`src/ltal_map.svh`:
```
// Register offsets, field positions, reset values and counts of the light alert logic
`ifndef LTAL_MAP_SVH
`define LTAL_MAP_SVH

`define LTAL_ADDR_W        8
`define LTAL_DATA_W        32
`define LTAL_REG_W         16

`define LTAL_OFF_RESULT    8'h00
`define LTAL_OFF_CONFIG    8'h04
`define LTAL_OFF_LOW       8'h08
`define LTAL_OFF_HIGH      8'h0c
`define LTAL_OFF_ALERT_RSP 8'h10

`define LTAL_CFG_OPM_HI    10
`define LTAL_CFG_OPM_LO    9
`define LTAL_CFG_DONE      7
`define LTAL_CFG_ABOVE     6
`define LTAL_CFG_BELOW     5
`define LTAL_CFG_LATCH     4
`define LTAL_CFG_POL       3
`define LTAL_CFG_TRIP_HI   1
`define LTAL_CFG_TRIP_LO   0
`define LTAL_CFG_WMASK     16'hfe1f
`define LTAL_CFG_RESET     16'h0000
`define LTAL_LOW_RESET     16'h0000
`define LTAL_HIGH_RESET    16'hffff
`define LTAL_RESULT_RESET  16'h0000

`define LTAL_EXP_HI        15
`define LTAL_EXP_LO        12
`define LTAL_EOC_LO        14
`define LTAL_MANT_HI       11
`define LTAL_LIN_W         27
`define LTAL_LIN_PAD       15'h0000

`define LTAL_EOC_CODE      2'b11
`define LTAL_OPM_SHUTDOWN  2'b00

`define LTAL_ARA_ACK       0
`define LTAL_ARA_ABOVE     1

`define LTAL_TRIPS_SEL0    4'h1
`define LTAL_TRIPS_SEL1    4'h2
`define LTAL_TRIPS_SEL2    4'h4
`define LTAL_TRIPS_SEL3    4'h8

`define LTAL_SYNC_W        18

`endif

```
`src/ltal_pkg.sv`:
```
// Types shared by the light alert logic
package ltal_pkg;

  typedef enum logic [1:0] {
    LTAL_OUT_NONE = 2'b00,
    LTAL_OUT_HIGH = 2'b01,
    LTAL_OUT_LOW  = 2'b10
  } ltal_outcome_t;

  typedef enum logic [1:0] {
    LTAL_RESP_OKAY   = 2'b00,
    LTAL_RESP_SLVERR = 2'b10,
    LTAL_RESP_DECERR = 2'b11
  } ltal_resp_t;

endpackage

```
`src/ltal_cmp_if.sv`:
```
// Conversion sample path between the alert top and the trip filter
`timescale 1ns/1ps
interface ltal_cmp_if;
  logic        sample_valid;
  logic [15:0] sample;
  logic [15:0] low_limit;
  logic [15:0] high_limit;
  logic [1:0]  count_sel;
  logic        sample_done;
  logic        trip_high;
  logic        trip_low;

  modport top  (output sample_valid, sample, low_limit, high_limit, count_sel,
                input  sample_done, trip_high, trip_low);
  modport filt (input  sample_valid, sample, low_limit, high_limit, count_sel,
                output sample_done, trip_high, trip_low);
endinterface

```
`src/ltal_top.sv`:
```
// Light threshold alert logic with AXI4-Lite registers and conversion link
//
// The AXI4-Lite interface to the registers and the register offsets were chosen for this implementation.
`timescale 1ns/1ps
`include "ltal_map.svh"
module ltal_top #(
  parameter int ADDR_W = `LTAL_ADDR_W,
  parameter int CNT_W  = 4
) (
  input  wire logic                clk,
  input  wire logic                rst,
  input  wire logic [ADDR_W-1:0]   s_axi_awaddr,
  input  wire logic                s_axi_awvalid,
  output logic                     s_axi_awready,
  input  wire logic [31:0]         s_axi_wdata,
  input  wire logic [3:0]          s_axi_wstrb,
  input  wire logic                s_axi_wvalid,
  output logic                     s_axi_wready,
  output ltal_pkg::ltal_resp_t     s_axi_bresp,
  output logic                     s_axi_bvalid,
  input  wire logic                s_axi_bready,
  input  wire logic [ADDR_W-1:0]   s_axi_araddr,
  input  wire logic                s_axi_arvalid,
  output logic                     s_axi_arready,
  output logic [31:0]              s_axi_rdata,
  output ltal_pkg::ltal_resp_t     s_axi_rresp,
  output logic                     s_axi_rvalid,
  input  wire logic                s_axi_rready,
  input  wire logic                link_clk,
  input  wire logic                conv_strobe,
  input  wire logic [15:0]         conv_data,
  output logic                     alert_data,
  output logic                     alert_oe
);
  import ltal_pkg::*;

  ltal_cmp_if cmp ();

  // Link synchronisers: bit 17 clock, bit 16 strobe, low bits data
  logic [`LTAL_SYNC_W-1:0]  sync1_reg;
  logic [`LTAL_SYNC_W-1:0]  sync2_reg;
  logic                     link_clk_old_reg;
  logic                     sample_valid_reg;
  logic [15:0]              result_reg;

  logic [ADDR_W-1:0]        awaddr_reg;
  logic                     aw_held_reg;
  logic [31:0]              wdata_reg;
  logic [3:0]               wstrb_reg;
  logic                     w_held_reg;
  logic                     bvalid_reg;
  ltal_resp_t               bresp_reg;
  logic                     rvalid_reg;
  ltal_resp_t               rresp_reg;
  logic [31:0]              rdata_reg;
  logic [31:0]              rdata_next;
  ltal_resp_t               rresp_next;

  logic [15:0]              cfg_store_reg;
  logic [15:0]              low_reg;
  logic [15:0]              high_reg;
  logic                     above_limit_ind;
  logic                     below_limit_ind;
  logic                     conv_done_flag;
  logic                     alert_reg;
  logic                     alert_oe_reg;

  logic                     wr_fire;
  logic                     ar_fire;
  logic                     cfg_rd;
  logic                     cfg_wr;
  logic                     ara_rd;
  logic                     nonshut_wr;
  logic                     latch_fall;
  logic [1:0]               opm_new;
  logic                     latch_mode;
  logic                     alert_sense_sel;
  logic                     eoc_mode;
  logic [1:0]               low_limit_exponent_top;
  logic [1:0]               trip_count_sel;
  logic                     conv;
  logic                     th;
  logic                     tl;
  logic [15:0]              cfg_word;
  logic [15:0]              cfg_wr_word;

  // Byte-lane merge honouring write strobes and writable bits
  function automatic logic [15:0] lane_merge(input logic [15:0] old, input logic [31:0] data,
                                             input logic [3:0] strb, input logic [15:0] wmask);
    logic [15:0] lanes;
    lanes      = {{8{strb[1]}}, {8{strb[0]}}} & wmask;
    lane_merge = (old & ~lanes) | (data[15:0] & lanes);
  endfunction

  // Conversion link sampled on clk; data is held stable for a link period
  always_ff @(posedge clk) begin
    if (rst) begin
      sync1_reg        <= '0;
      sync2_reg        <= '0;
      link_clk_old_reg <= 1'b0;
    end else begin
      sync1_reg        <= {link_clk, conv_strobe, conv_data};
      sync2_reg        <= sync1_reg;
      link_clk_old_reg <= sync2_reg[`LTAL_SYNC_W-1];
    end
  end

  always_ff @(posedge clk) begin
    if (rst) begin
      sample_valid_reg <= 1'b0;
      result_reg       <= `LTAL_RESULT_RESET;
    end else begin
      sample_valid_reg <= sync2_reg[`LTAL_SYNC_W-1] && !link_clk_old_reg && sync2_reg[`LTAL_SYNC_W-2];
      if (sync2_reg[`LTAL_SYNC_W-1] && !link_clk_old_reg && sync2_reg[`LTAL_SYNC_W-2]) begin
        result_reg <= sync2_reg[15:0];
      end
    end
  end

  assign cmp.sample_valid = sample_valid_reg;
  assign cmp.sample       = result_reg;
  assign cmp.low_limit    = low_reg;
  assign cmp.high_limit   = high_reg;
  assign cmp.count_sel    = trip_count_sel;

  ltal_trip_filter #(
    .CNT_W (CNT_W)
  ) u_filter (
    .clk (clk),
    .rst (rst),
    .cmp (cmp)
  );

  assign conv = cmp.sample_done;
  assign th   = cmp.trip_high;
  assign tl   = cmp.trip_low;

  // Mode decode
  assign latch_mode             = cfg_store_reg[`LTAL_CFG_LATCH];
  assign alert_sense_sel        = cfg_store_reg[`LTAL_CFG_POL];
  assign trip_count_sel         = cfg_store_reg[`LTAL_CFG_TRIP_HI:`LTAL_CFG_TRIP_LO];
  assign low_limit_exponent_top = low_reg[`LTAL_EXP_HI:`LTAL_EOC_LO];
  assign eoc_mode               = low_limit_exponent_top == `LTAL_EOC_CODE;

  // AXI4-Lite handshakes: one write response and one read beat at a time
  assign s_axi_awready = !aw_held_reg;
  assign s_axi_wready  = !w_held_reg;
  assign s_axi_arready = !rvalid_reg;
  assign wr_fire       = aw_held_reg && w_held_reg && !bvalid_reg;
  assign ar_fire       = s_axi_arvalid && !rvalid_reg;

  always_ff @(posedge clk) begin
    if (rst) begin
      aw_held_reg <= 1'b0;
      awaddr_reg  <= '0;
    end else if (s_axi_awvalid && !aw_held_reg) begin
      aw_held_reg <= 1'b1;
      awaddr_reg  <= s_axi_awaddr;
    end else if (wr_fire) begin
      aw_held_reg <= 1'b0;
    end
  end

  always_ff @(posedge clk) begin
    if (rst) begin
      w_held_reg <= 1'b0;
      wdata_reg  <= '0;
      wstrb_reg  <= '0;
    end else if (s_axi_wvalid && !w_held_reg) begin
      w_held_reg <= 1'b1;
      wdata_reg  <= s_axi_wdata;
      wstrb_reg  <= s_axi_wstrb;
    end else if (wr_fire) begin
      w_held_reg <= 1'b0;
    end
  end

  always_ff @(posedge clk) begin
    if (rst) begin
      bvalid_reg <= 1'b0;
      bresp_reg  <= LTAL_RESP_OKAY;
    end else if (wr_fire) begin
      bvalid_reg <= 1'b1;
      case (awaddr_reg)
        `LTAL_OFF_RESULT, `LTAL_OFF_CONFIG, `LTAL_OFF_LOW, `LTAL_OFF_HIGH, `LTAL_OFF_ALERT_RSP: begin
          bresp_reg <= LTAL_RESP_OKAY;
        end
        default: begin
          bresp_reg <= LTAL_RESP_DECERR;
        end
      endcase
    end else if (s_axi_bready) begin
      bvalid_reg <= 1'b0;
    end
  end

  // Access events that act on the flags
  assign cfg_rd      = ar_fire && s_axi_araddr == `LTAL_OFF_CONFIG;
  assign ara_rd      = ar_fire && s_axi_araddr == `LTAL_OFF_ALERT_RSP && latch_mode;
  assign cfg_wr      = wr_fire && awaddr_reg == `LTAL_OFF_CONFIG;
  assign cfg_wr_word = lane_merge(cfg_store_reg, wdata_reg, wstrb_reg, `LTAL_CFG_WMASK);
  assign opm_new     = cfg_wr_word[`LTAL_CFG_OPM_HI:`LTAL_CFG_OPM_LO];
  assign nonshut_wr  = cfg_wr && opm_new != `LTAL_OPM_SHUTDOWN;
  assign latch_fall  = cfg_wr && latch_mode && !cfg_wr_word[`LTAL_CFG_LATCH];

  always_ff @(posedge clk) begin
    if (rst) begin
      cfg_store_reg <= `LTAL_CFG_RESET;
    end else if (cfg_wr) begin
      cfg_store_reg <= cfg_wr_word;
    end
  end

  // Host must keep high above low; no ordering check here
  always_ff @(posedge clk) begin
    if (rst) begin
      low_reg  <= `LTAL_LOW_RESET;
      high_reg <= `LTAL_HIGH_RESET;
    end else if (wr_fire) begin
      if (awaddr_reg == `LTAL_OFF_LOW) begin
        low_reg <= lane_merge(low_reg, wdata_reg, wstrb_reg, '1);
      end
      if (awaddr_reg == `LTAL_OFF_HIGH) begin
        high_reg <= lane_merge(high_reg, wdata_reg, wstrb_reg, '1);
      end
    end
  end

  // Done flag: a finishing conversion beats a same-cycle clear
  always_ff @(posedge clk) begin
    if (rst) begin
      conv_done_flag <= 1'b0;
    end else if (conv) begin
      conv_done_flag <= 1'b1;
    end else if (cfg_rd || nonshut_wr) begin
      conv_done_flag <= 1'b0;
    end
  end

  // Indicators; transparent mode ignores host accesses
  always_ff @(posedge clk) begin
    if (rst) begin
      above_limit_ind <= 1'b0;
    end else if (th) begin
      above_limit_ind <= 1'b1;
    end else if (tl && !latch_mode) begin
      above_limit_ind <= 1'b0;
    end else if (latch_mode && cfg_rd) begin
      above_limit_ind <= 1'b0;
    end
  end

  always_ff @(posedge clk) begin
    if (rst) begin
      below_limit_ind <= 1'b0;
    end else if (tl) begin
      below_limit_ind <= 1'b1;
    end else if (th && !latch_mode) begin
      below_limit_ind <= 1'b0;
    end else if (latch_mode && cfg_rd) begin
      below_limit_ind <= 1'b0;
    end
  end

  // Alert state; setting events win over clears in the same cycle
  always_ff @(posedge clk) begin
    if (rst) begin
      alert_reg <= 1'b0;
    end else if (conv && (eoc_mode || th || (tl && latch_mode))) begin
      alert_reg <= 1'b1;
    end else if (tl && !latch_mode) begin
      alert_reg <= 1'b0;
    end else if (latch_fall && !eoc_mode) begin
      alert_reg <= 1'b0;
    end else if (latch_mode && (cfg_rd || ara_rd)) begin
      alert_reg <= 1'b0;
    end else if (eoc_mode && (cfg_rd || nonshut_wr)) begin
      alert_reg <= 1'b0;
    end
  end

  // Open drain: pull low when alert and sense disagree; one cycle behind state
  always_ff @(posedge clk) begin
    if (rst) begin
      alert_oe_reg <= 1'b0;
    end else begin
      alert_oe_reg <= alert_reg ^ alert_sense_sel;
    end
  end

  assign alert_data = 1'b0;
  assign alert_oe = alert_oe_reg;

  // Config word as read; overflow bit is not produced here and reads zero
  always_comb begin
    cfg_word                  = cfg_store_reg;
    cfg_word[`LTAL_CFG_DONE]  = conv_done_flag;
    cfg_word[`LTAL_CFG_ABOVE] = above_limit_ind;
    cfg_word[`LTAL_CFG_BELOW] = below_limit_ind;
  end

  always_comb begin
    rdata_next = '0;
    rresp_next = LTAL_RESP_OKAY;
    case (s_axi_araddr)
      `LTAL_OFF_RESULT: begin
        rdata_next[15:0] = result_reg;
      end
      `LTAL_OFF_CONFIG: begin
        rdata_next[15:0] = cfg_word;
      end
      `LTAL_OFF_LOW: begin
        rdata_next[15:0] = low_reg;
      end
      `LTAL_OFF_HIGH: begin
        rdata_next[15:0] = high_reg;
      end
      `LTAL_OFF_ALERT_RSP: begin
        // Acknowledge only a latched, active alert; tells which limit tripped
        rdata_next[`LTAL_ARA_ACK]   = latch_mode && alert_reg;
        rdata_next[`LTAL_ARA_ABOVE] = latch_mode && alert_reg && above_limit_ind;
      end
      default: begin
        rresp_next = LTAL_RESP_DECERR;
      end
    endcase
  end

  always_ff @(posedge clk) begin
    if (rst) begin
      rvalid_reg <= 1'b0;
      rdata_reg  <= '0;
      rresp_reg  <= LTAL_RESP_OKAY;
    end else if (ar_fire) begin
      rvalid_reg <= 1'b1;
      rdata_reg  <= rdata_next;
      rresp_reg  <= rresp_next;
    end else if (s_axi_rready) begin
      rvalid_reg <= 1'b0;
    end
  end

  assign s_axi_bvalid = bvalid_reg;
  assign s_axi_bresp  = bresp_reg;
  assign s_axi_rvalid = rvalid_reg;
  assign s_axi_rdata  = rdata_reg;
  assign s_axi_rresp  = rresp_reg;
endmodule

```
`src/ltal_trip_filter.sv`:
```
// Limit comparison and consecutive trip counting of each conversion
`timescale 1ns/1ps
`include "ltal_map.svh"
module ltal_trip_filter #(
  parameter int CNT_W = 4
) (
  input wire logic clk,
  input wire logic rst,
  ltal_cmp_if.filt cmp
);
  import ltal_pkg::*;

  ltal_outcome_t                outcome;
  ltal_outcome_t                last_reg;
  logic [CNT_W-1:0]             run_reg;
  logic [CNT_W-1:0]             run_next;
  logic [CNT_W-1:0]             need;
  logic [`LTAL_LIN_W-1:0]       val_lin;
  logic [`LTAL_LIN_W-1:0]       low_lin;
  logic [`LTAL_LIN_W-1:0]       high_lin;
  logic                         done_reg;
  logic                         high_reg;
  logic                         low_reg;

  // Exponent and mantissa to one linear scale so codes compare honestly
  function automatic logic [`LTAL_LIN_W-1:0] to_linear(input logic [15:0] code);
    to_linear = {`LTAL_LIN_PAD, code[`LTAL_MANT_HI:0]} << code[`LTAL_EXP_HI:`LTAL_EXP_LO];
  endfunction

  assign val_lin  = to_linear(cmp.sample);
  assign low_lin  = to_linear(cmp.low_limit);
  assign high_lin = to_linear(cmp.high_limit);

  always_comb begin
    case (cmp.count_sel)
      2'b00:   need = CNT_W'(`LTAL_TRIPS_SEL0);
      2'b01:   need = CNT_W'(`LTAL_TRIPS_SEL1);
      2'b10:   need = CNT_W'(`LTAL_TRIPS_SEL2);
      default: need = CNT_W'(`LTAL_TRIPS_SEL3);
    endcase
  end

  always_comb begin
    if (val_lin > high_lin) begin
      outcome = LTAL_OUT_HIGH;
    end else if (val_lin < low_lin) begin
      outcome = LTAL_OUT_LOW;
    end else begin
      outcome = LTAL_OUT_NONE;
    end
  end

  // Restart on a changed outcome or a clean sample; saturate at the need
  always_comb begin
    if (outcome == LTAL_OUT_NONE) begin
      run_next = '0;
    end else if (outcome != last_reg) begin
      run_next = CNT_W'(1);
    end else if (run_reg < need) begin
      run_next = run_reg + CNT_W'(1);
    end else begin
      run_next = run_reg;
    end
  end

  always_ff @(posedge clk) begin
    if (rst) begin
      run_reg  <= '0;
      last_reg <= LTAL_OUT_NONE;
    end else if (cmp.sample_valid) begin
      run_reg  <= run_next;
      last_reg <= outcome;
    end
  end

  always_ff @(posedge clk) begin
    if (rst) begin
      done_reg <= 1'b0;
      high_reg <= 1'b0;
      low_reg  <= 1'b0;
    end else begin
      done_reg <= cmp.sample_valid;
      high_reg <= cmp.sample_valid && outcome == LTAL_OUT_HIGH && run_next >= need;
      low_reg  <= cmp.sample_valid && outcome == LTAL_OUT_LOW && run_next >= need;
    end
  end

  assign cmp.sample_done = done_reg;
  assign cmp.trip_high   = high_reg;
  assign cmp.trip_low    = low_reg;
endmodule
```
`config.mk`:
```
export PLATFORM = sky130hd
export DESIGN_NAME = ltal_top
export DESIGN_NICKNAME = d
export VERILOG_FILES = /design/src/ltal_pkg.sv /design/src/ltal_cmp_if.sv /design/src/ltal_top.sv /design/src/ltal_trip_filter.sv
export VERILOG_INCLUDE_DIRS = /design/src
export SDC_FILE = /design/constraint.sdc
export NUM_CORES = 1
export LEC_CHECK = 0
export ABC_AREA = 1
export BUFFER_PORTS_ARGS = -buffer_cell sky130_fd_sc_hd__buf_2
export CAP_MARGIN = 20
export CORE_ASPECT_RATIO = 1.1
export CORE_MARGIN = 3
export CORE_UTILIZATION = 45
export CTS_CLUSTER_SIZE = 10
export DETAILED_ROUTE_END_ITERATION = 16
export PLACE_DENSITY = 0.7
export REMOVE_ABC_BUFFERS = 1
export SYNTH_ARGS = -nofsm -noshare
export SYNTH_HDL_FRONTEND = slang
export SYNTH_SLANG_ARGS = --single-unit
export TNS_END_PERCENT = 10
```
`constraint.sdc`:
```
create_clock -name clk -period 5.2 [get_ports clk]
set_clock_uncertainty 0.2 [all_clocks]
set_input_delay 0.52 -clock clk [delete_from_list [all_inputs] [get_ports clk]]
set_output_delay 0.52 -clock clk [all_outputs]
set_load 0.01 [all_outputs]
```
* Yosys cells after proc, flatten, opt, wreduce, memory -nomap -nowiden
Index checks and enable logic that the tools add are counted.
Word-level totals: output and inout bits 43, register bits 166, logic and storage cells 147, bits of input ports 77
Cells by class: reduce and logical (&&, ||, !) cells 57, shift operators 3, bitwise logic cells 11, $lt $le $gt $ge 4, $add $sub $neg 1, eq/ne operators 14, multiplexer cells 29
Operators with widths (count):
- left shift 12 x 4 -> 27 bit | 3
- AND 16 bit | 5
- case mux 14 bit (4 select lines) | 1
- OR 16 bit | 3
- == test 8 x 4 -> 1 bit, second input constant | 4
- inverter 16 bit | 2
- logical AND 1 bit | 28
- greater-than comparator 27 bit | 1
- less-than comparator 27 bit | 1
- 2-to-1 mux 1 bit | 19
- == test 8 x 3 -> 1 bit, second input constant | 2
- == test 8 x 5 -> 1 bit, second input constant | 2
- logical NOT 8 bit | 2
- 2-to-1 mux 4 bit | 3
- case mux 4 bit (3 select lines) | 1
- nonzero test 2 bit | 6
- case mux 2 bit (5 select lines) | 1
- OR reduction 5 bit | 2
- logical NOT 1 bit | 8
- 2-to-1 mux 2 bit | 4
- == test 2 bit, second input constant | 3
- nonzero test 3 bit | 2
- nonzero test 5 bit | 1
- adder 4 x 1 -> 4 bit, second input constant | 1
- 8 further kinds | 14

* Longest topological paths before layout
word-level depth 12, mapped depth 31

* Hierarchy
A second synthesis with hierarchy kept.
Unflattened totals: cells, all modules 1437, area, all modules 9745.6 µm²
By module, submodules not included:
- ltal_top | area each 6058.3 µm², times used 1, cells each 784, seq. area each 3022.9 µm²
- ltal_trip_filter | area each 3687.3 µm², times used 1, cells each 653, seq. area each 180.2 µm²

* Worst setup path before layout
No wires, ideal clock.
path kind flip-flop to flip-flop, start point reg result_reg[12] (netlist: cmp.sample[12]), end point reg u_filter.high_reg (netlist: u_filter.cmp.trip_high), clock period less this slack 4.226 ns, setup time 0.121 ns, arrival 3.905 ns, path buffers 2, cell stages (with the launch flop) 26, path slack 0.974 ns, path through dfxtp_1 -> buf_6 -> clkbuf_1 -> o21ai_0 -> o21ai_0 -> mux2i_1 -> nand2_1 -> o21ai_0 -> ha_1 -> nand2_1 -> or3b_2 -> nor3_1 -> nand3_1 -> nand2_2 -> nand2_1 -> nand2_1 -> inv_2 -> nor2_4 -> nand3_1 -> inv_1 -> ha_1 -> a21boi_0 -> o21a_1 -> o21a_1 -> o21ai_0 -> nor2_1
Between the ends: cells in the longest elaborated chain, start to end 9, elaborated cells on any way between the ends 13, those cells by class order compare: 3; eq/ne: 2; shift: 1; mux: 4; reduce/logical: 3
Ends and longest elaborated chain:
- from (decl) | RTL line ltal_top.sv:44 | logic [15:0] result_reg;
- from (signal assigned) | RTL line ltal_top.sv:111 | result_reg <= `LTAL_RESULT_RESET;
- from (signal assigned) | RTL line ltal_top.sv:115 | result_reg <= sync2_reg[15:0];
- left shift 12 x 4 -> 27 bit * | RTL line ltal_trip_filter.sv:27 | to_linear = {`LTAL_LIN_PAD, code[`LTAL_MANT_HI:0]} << code[`LTAL_EXP_HI:`LTAL_EXP_LO];
- less-than comparator 27 bit | RTL line ltal_trip_filter.sv:46 | end else if (val_lin < low_lin) begin
- 2-to-1 mux 2 bit | RTL line ltal_trip_filter.sv:46
- 2-to-1 mux 2 bit * | RTL line ltal_trip_filter.sv:44 | if (val_lin > high_lin) begin
- inequality test 2 bit | RTL line ltal_trip_filter.sv:57 | end else if (outcome != last_reg) begin
- 2-to-1 mux 4 bit | RTL line ltal_trip_filter.sv:57
- 2-to-1 mux 4 bit * | RTL line ltal_trip_filter.sv:55 | if (outcome == LTAL_OUT_NONE) begin
- net u_filter.run_next[1] | RTL line ltal_trip_filter.sv:16 | logic [CNT_W-1:0] run_next;
- >= comparator 4 bit * | RTL line ltal_trip_filter.sv:83 | high_reg <= cmp.sample_valid && outcome == LTAL_OUT_HIGH && run_next >= need;
- logical AND 1 bit * | RTL line ltal_trip_filter.sv:83
- to (signal assigned) | RTL line ltal_trip_filter.sv:83
- to (decl) | RTL line ltal_trip_filter.sv:22 | logic high_reg;
Mark *: on every way through the listed nets, which the timed path passes. The rest lies on a longest branch. A chain may end at the register's enable or synchronous reset.

* Final worst setup path
Same ends and word-level chain as after synthesis.

==> results by group <==
Outcome
  – Status: completed

Detailed routing
  – Antenna Nets Post-Route: 0
  – DRC Markers: 0
  – Met2 Routed Length: roughly 13000 um
  – DRT Wirelength: 26400 um
  – Met1 wire length: around 12000 um
  – DR vias/cell: 5.32
  – DR pass1 iterations: 6
  – Metal3 WL: 1260 um
  – Uppermost layer routed: met4
  – Drt wl/cell: about 16 um
  – Via count: about 8900
  – Drt first-iter violations: 815

STA
  – Final WS setup: approximately 460 ps
  – # setup viols final: 0
  – Hold slack: 84.6 ps
  – Fmax: 0.211 GHz
  – Setup TNS: 0 ps
  – Fin. Hold Viols: 0
  – Max-slew violation count: 0
  – Final min period: 4740 ps
  – Slew headroom: between 40% and 50%
  – RSZ-0062 raised after global routing: no
  – Slew @ Worst Pin: 820 ps
  – Period utilization: 91.1%

Setup path
  – CP max FO: 21
  – Reg2Reg Depth: 24
  – Critical path endpoint category: flip-flop
  – Worst path required time: 5310 ps
  – Crit path DAT: 4850 ps
  – Reg2reg end: u_filter.cmp.trip_high
  – Worst flop-to-flop path startpoint: cmp.sample[12]
  – Worst setup endpoint: u_filter.cmp.trip_high
  – R2R Setup Slk: 460 ps
  – Worst Setup SP: cmp.sample[12]
  – Crit path kind: reg -> reg
  – Crit start category: flip-flop

Cells and area
  – Diode count: 0
  – Core Util, Final: about half
  – Layout cells sized above 1: 11.3%
  – Final nets: roughly 1500
  – Synth-to-Final Area Change: 12.2%
  – Non-filler cells in the finished layout: about 1700

Global routing
  – GR Overflow Total: 0
  – Initial antenna violation count: 0
  – Vias in the first global route: approximately 7900
  – Total track usage: 23.6%
  – Largest net degree at the start of global routing: 68
  – Global-route wire length before repair: 41400 um

Place
  – Placed instance count: 1633
  – Placed wire-length estimate: 20000 um
  – PortBufs: 84
  – Routability cong.: 0.912
  – Pre-CTS setup slack: 478 ps

Power
  – Pwr/cell area: ~270 mW/mm2
  – P_leak: approximately 4.8 nW
  – Peak VDD IR: about 0.27 mV

Clock tree
  – Postcts setup bufs: 0
  – Root Buffer: clkbuf_16
  – Worst-Skew Late Latency: 430 ps
  – Num CTS Buffers: 17
  – TritonCTS clock tree: done
  – Num Clock Sinks: 160
  – CTS H-tree lvls: 4
  – Clk slew on worst S/H paths: 70 ps
  – Longest Clk Path Bufs: 2

Synth
  – Syn_area_per_cell: 6.82 um2
  – Post-synthesis sequential area ratio: 34.7%
  – Share of Yosys cell area claimed by the top area cell type: 34.7%
  – Count leader, synth: nand2_1
  – Post-Synthesis Cell Area: roughly 0.009 mm2
  – Ys flop type: dfxtp_1
  – Post-synth top cells: nand2_1 (243), o21ai_0 (215), dfxtp_1 (160), inv_1 (154), nor2_1 (130)
  – Synth unique cells: 45
  – Synth Register Bits: 160
  – Yosys warning count: 0
  – Synth area leaders: dfxtp_1 (35%), o21ai_0 (12%), nand2_1 (9.9%)
  – Share of synthesized flip-flops with an asynchronous set or reset: 0%
  – EDFF count, synth: 0
  – Syn Inst Count: around 1400
  – Post-synth top area cell: dfxtp_1

Floorplanning
  – Area of the die: 0.0223 mm2
  – Core area: 0.0200 mm2
  – Die height: 156 um
  – Initial Util: 46.2%
  – Die width: 143 um
  – Row count: 54
  – # IOs: 120

Hold path
  – Hold_sp: conv_data[8]
  – Worst hold path class: in -> reg

Job
  – Max capacitance violation total: 0
## where the power goes
group	total [mW]	internal, mW	switching [mW]
Clock	1.34	0.743	0.593
Combinational	0.210	0.0744	0.135
Sequential	1.29	1.26	0.0261
Total	2.83	2.08	0.755
## worst max-delay path, stage by stage (launching register included)
cell      delay, ps
dfxtp_1         310
buf_4           210
o21ai_0         170
o21ai_0         300
mux2i_1         170
nand2_1          90
o21ai_0         190
ha_1            380
nand2_1          90
or3b_2          510
nor3_1          180
nand3_1         150
nand2_2         150
nand2_1          60
nand2_1          90
nand2_2          70
nor2_4          100
nand3_1         110
inv_1            80
ha_1            220
a21boi_0        120
o21a_1          170
o21a_1          160
o21ai_0         240
nor2_1          100
## routing by layer
| layer | vias up | GRT usage (%) |
|---|---|---|
| met4 | 0 | 8.24 |
| li1 | 4576 | - |
| met5 | - | 0 |
| met1 | 3996 | 31.5 |
| met3 | 32 | 3.18 |
| met2 | 260 | 39.1 |
## what timing repair did
item,4_1_cts,5_1_grt
resized for setup,0,2
hold buffers,0,0
setup endpoints to repair,0,2
hold endpoints to repair,0,0
## kinds of logic (layout without fill, tap and decap cells)
logic type                 after synthesis  in the layout  share of synthesized area (%)
adders and majority gates               59             59                           7.99
xor gates and xnor gates                 3              3                          0.285
muxes                                   12             12                           1.30
and+or+nand+nor                        485            485                           22.4
other                                    1             17                         0.0406
buffers and inverters                  250            292                           11.1
DFF                                    160            160                           34.7
AOI/OAI and AO/OA                      385            385                           22.3
## how the worst min path moves through the flow
stage                          to  cells after the start
detailed placement   sync2_reg[9]                      2
finish               sync1_reg[8]                      3
CTS                  sync1_reg[8]                      3
floorplan            sync2_reg[0]                      2
global placement    sync2_reg[16]                      2
global route         sync1_reg[8]                      3
## cell type report
class,count,area (um2)
clock buffers,17,425
repair buffers,95,503
inverters,165,619
clock inverters,15,219
multi-input cells,961,5070
well taps,252,315
flip-flops and latches,160,3200
fillers,1986,9640
## layout by cell type, fill, tap and decap left out, drive strengths merged, types with 2 or more instances in the layout
cell and n:
a22oi 4, clkinv 10, dfxtp 160, nor3 19, a211oi 6, o22ai 25
conb 17, ha 59, o21a 4, clkbuf 17, a21oi 110, mux2i 12
xor2 3, nand2 247, nand4 20, o21ai 215, bufinv 2, nand3 55
nor2 132, or2 6, nor4 3, buf 95, a31oi 3, inv 168
o211ai 12
## stage by stage
stage | area (um2) | power [mW]
floorplan | 8890 | 1.44
global placement | 9710 | 1.52
detailed placement | 9710 | 1.52
CTS | 10400 | 2.85
global route | 10400 | 2.94
finish | 10400 | 2.83
No activity file was read; power rests on OpenSTA's default activity.
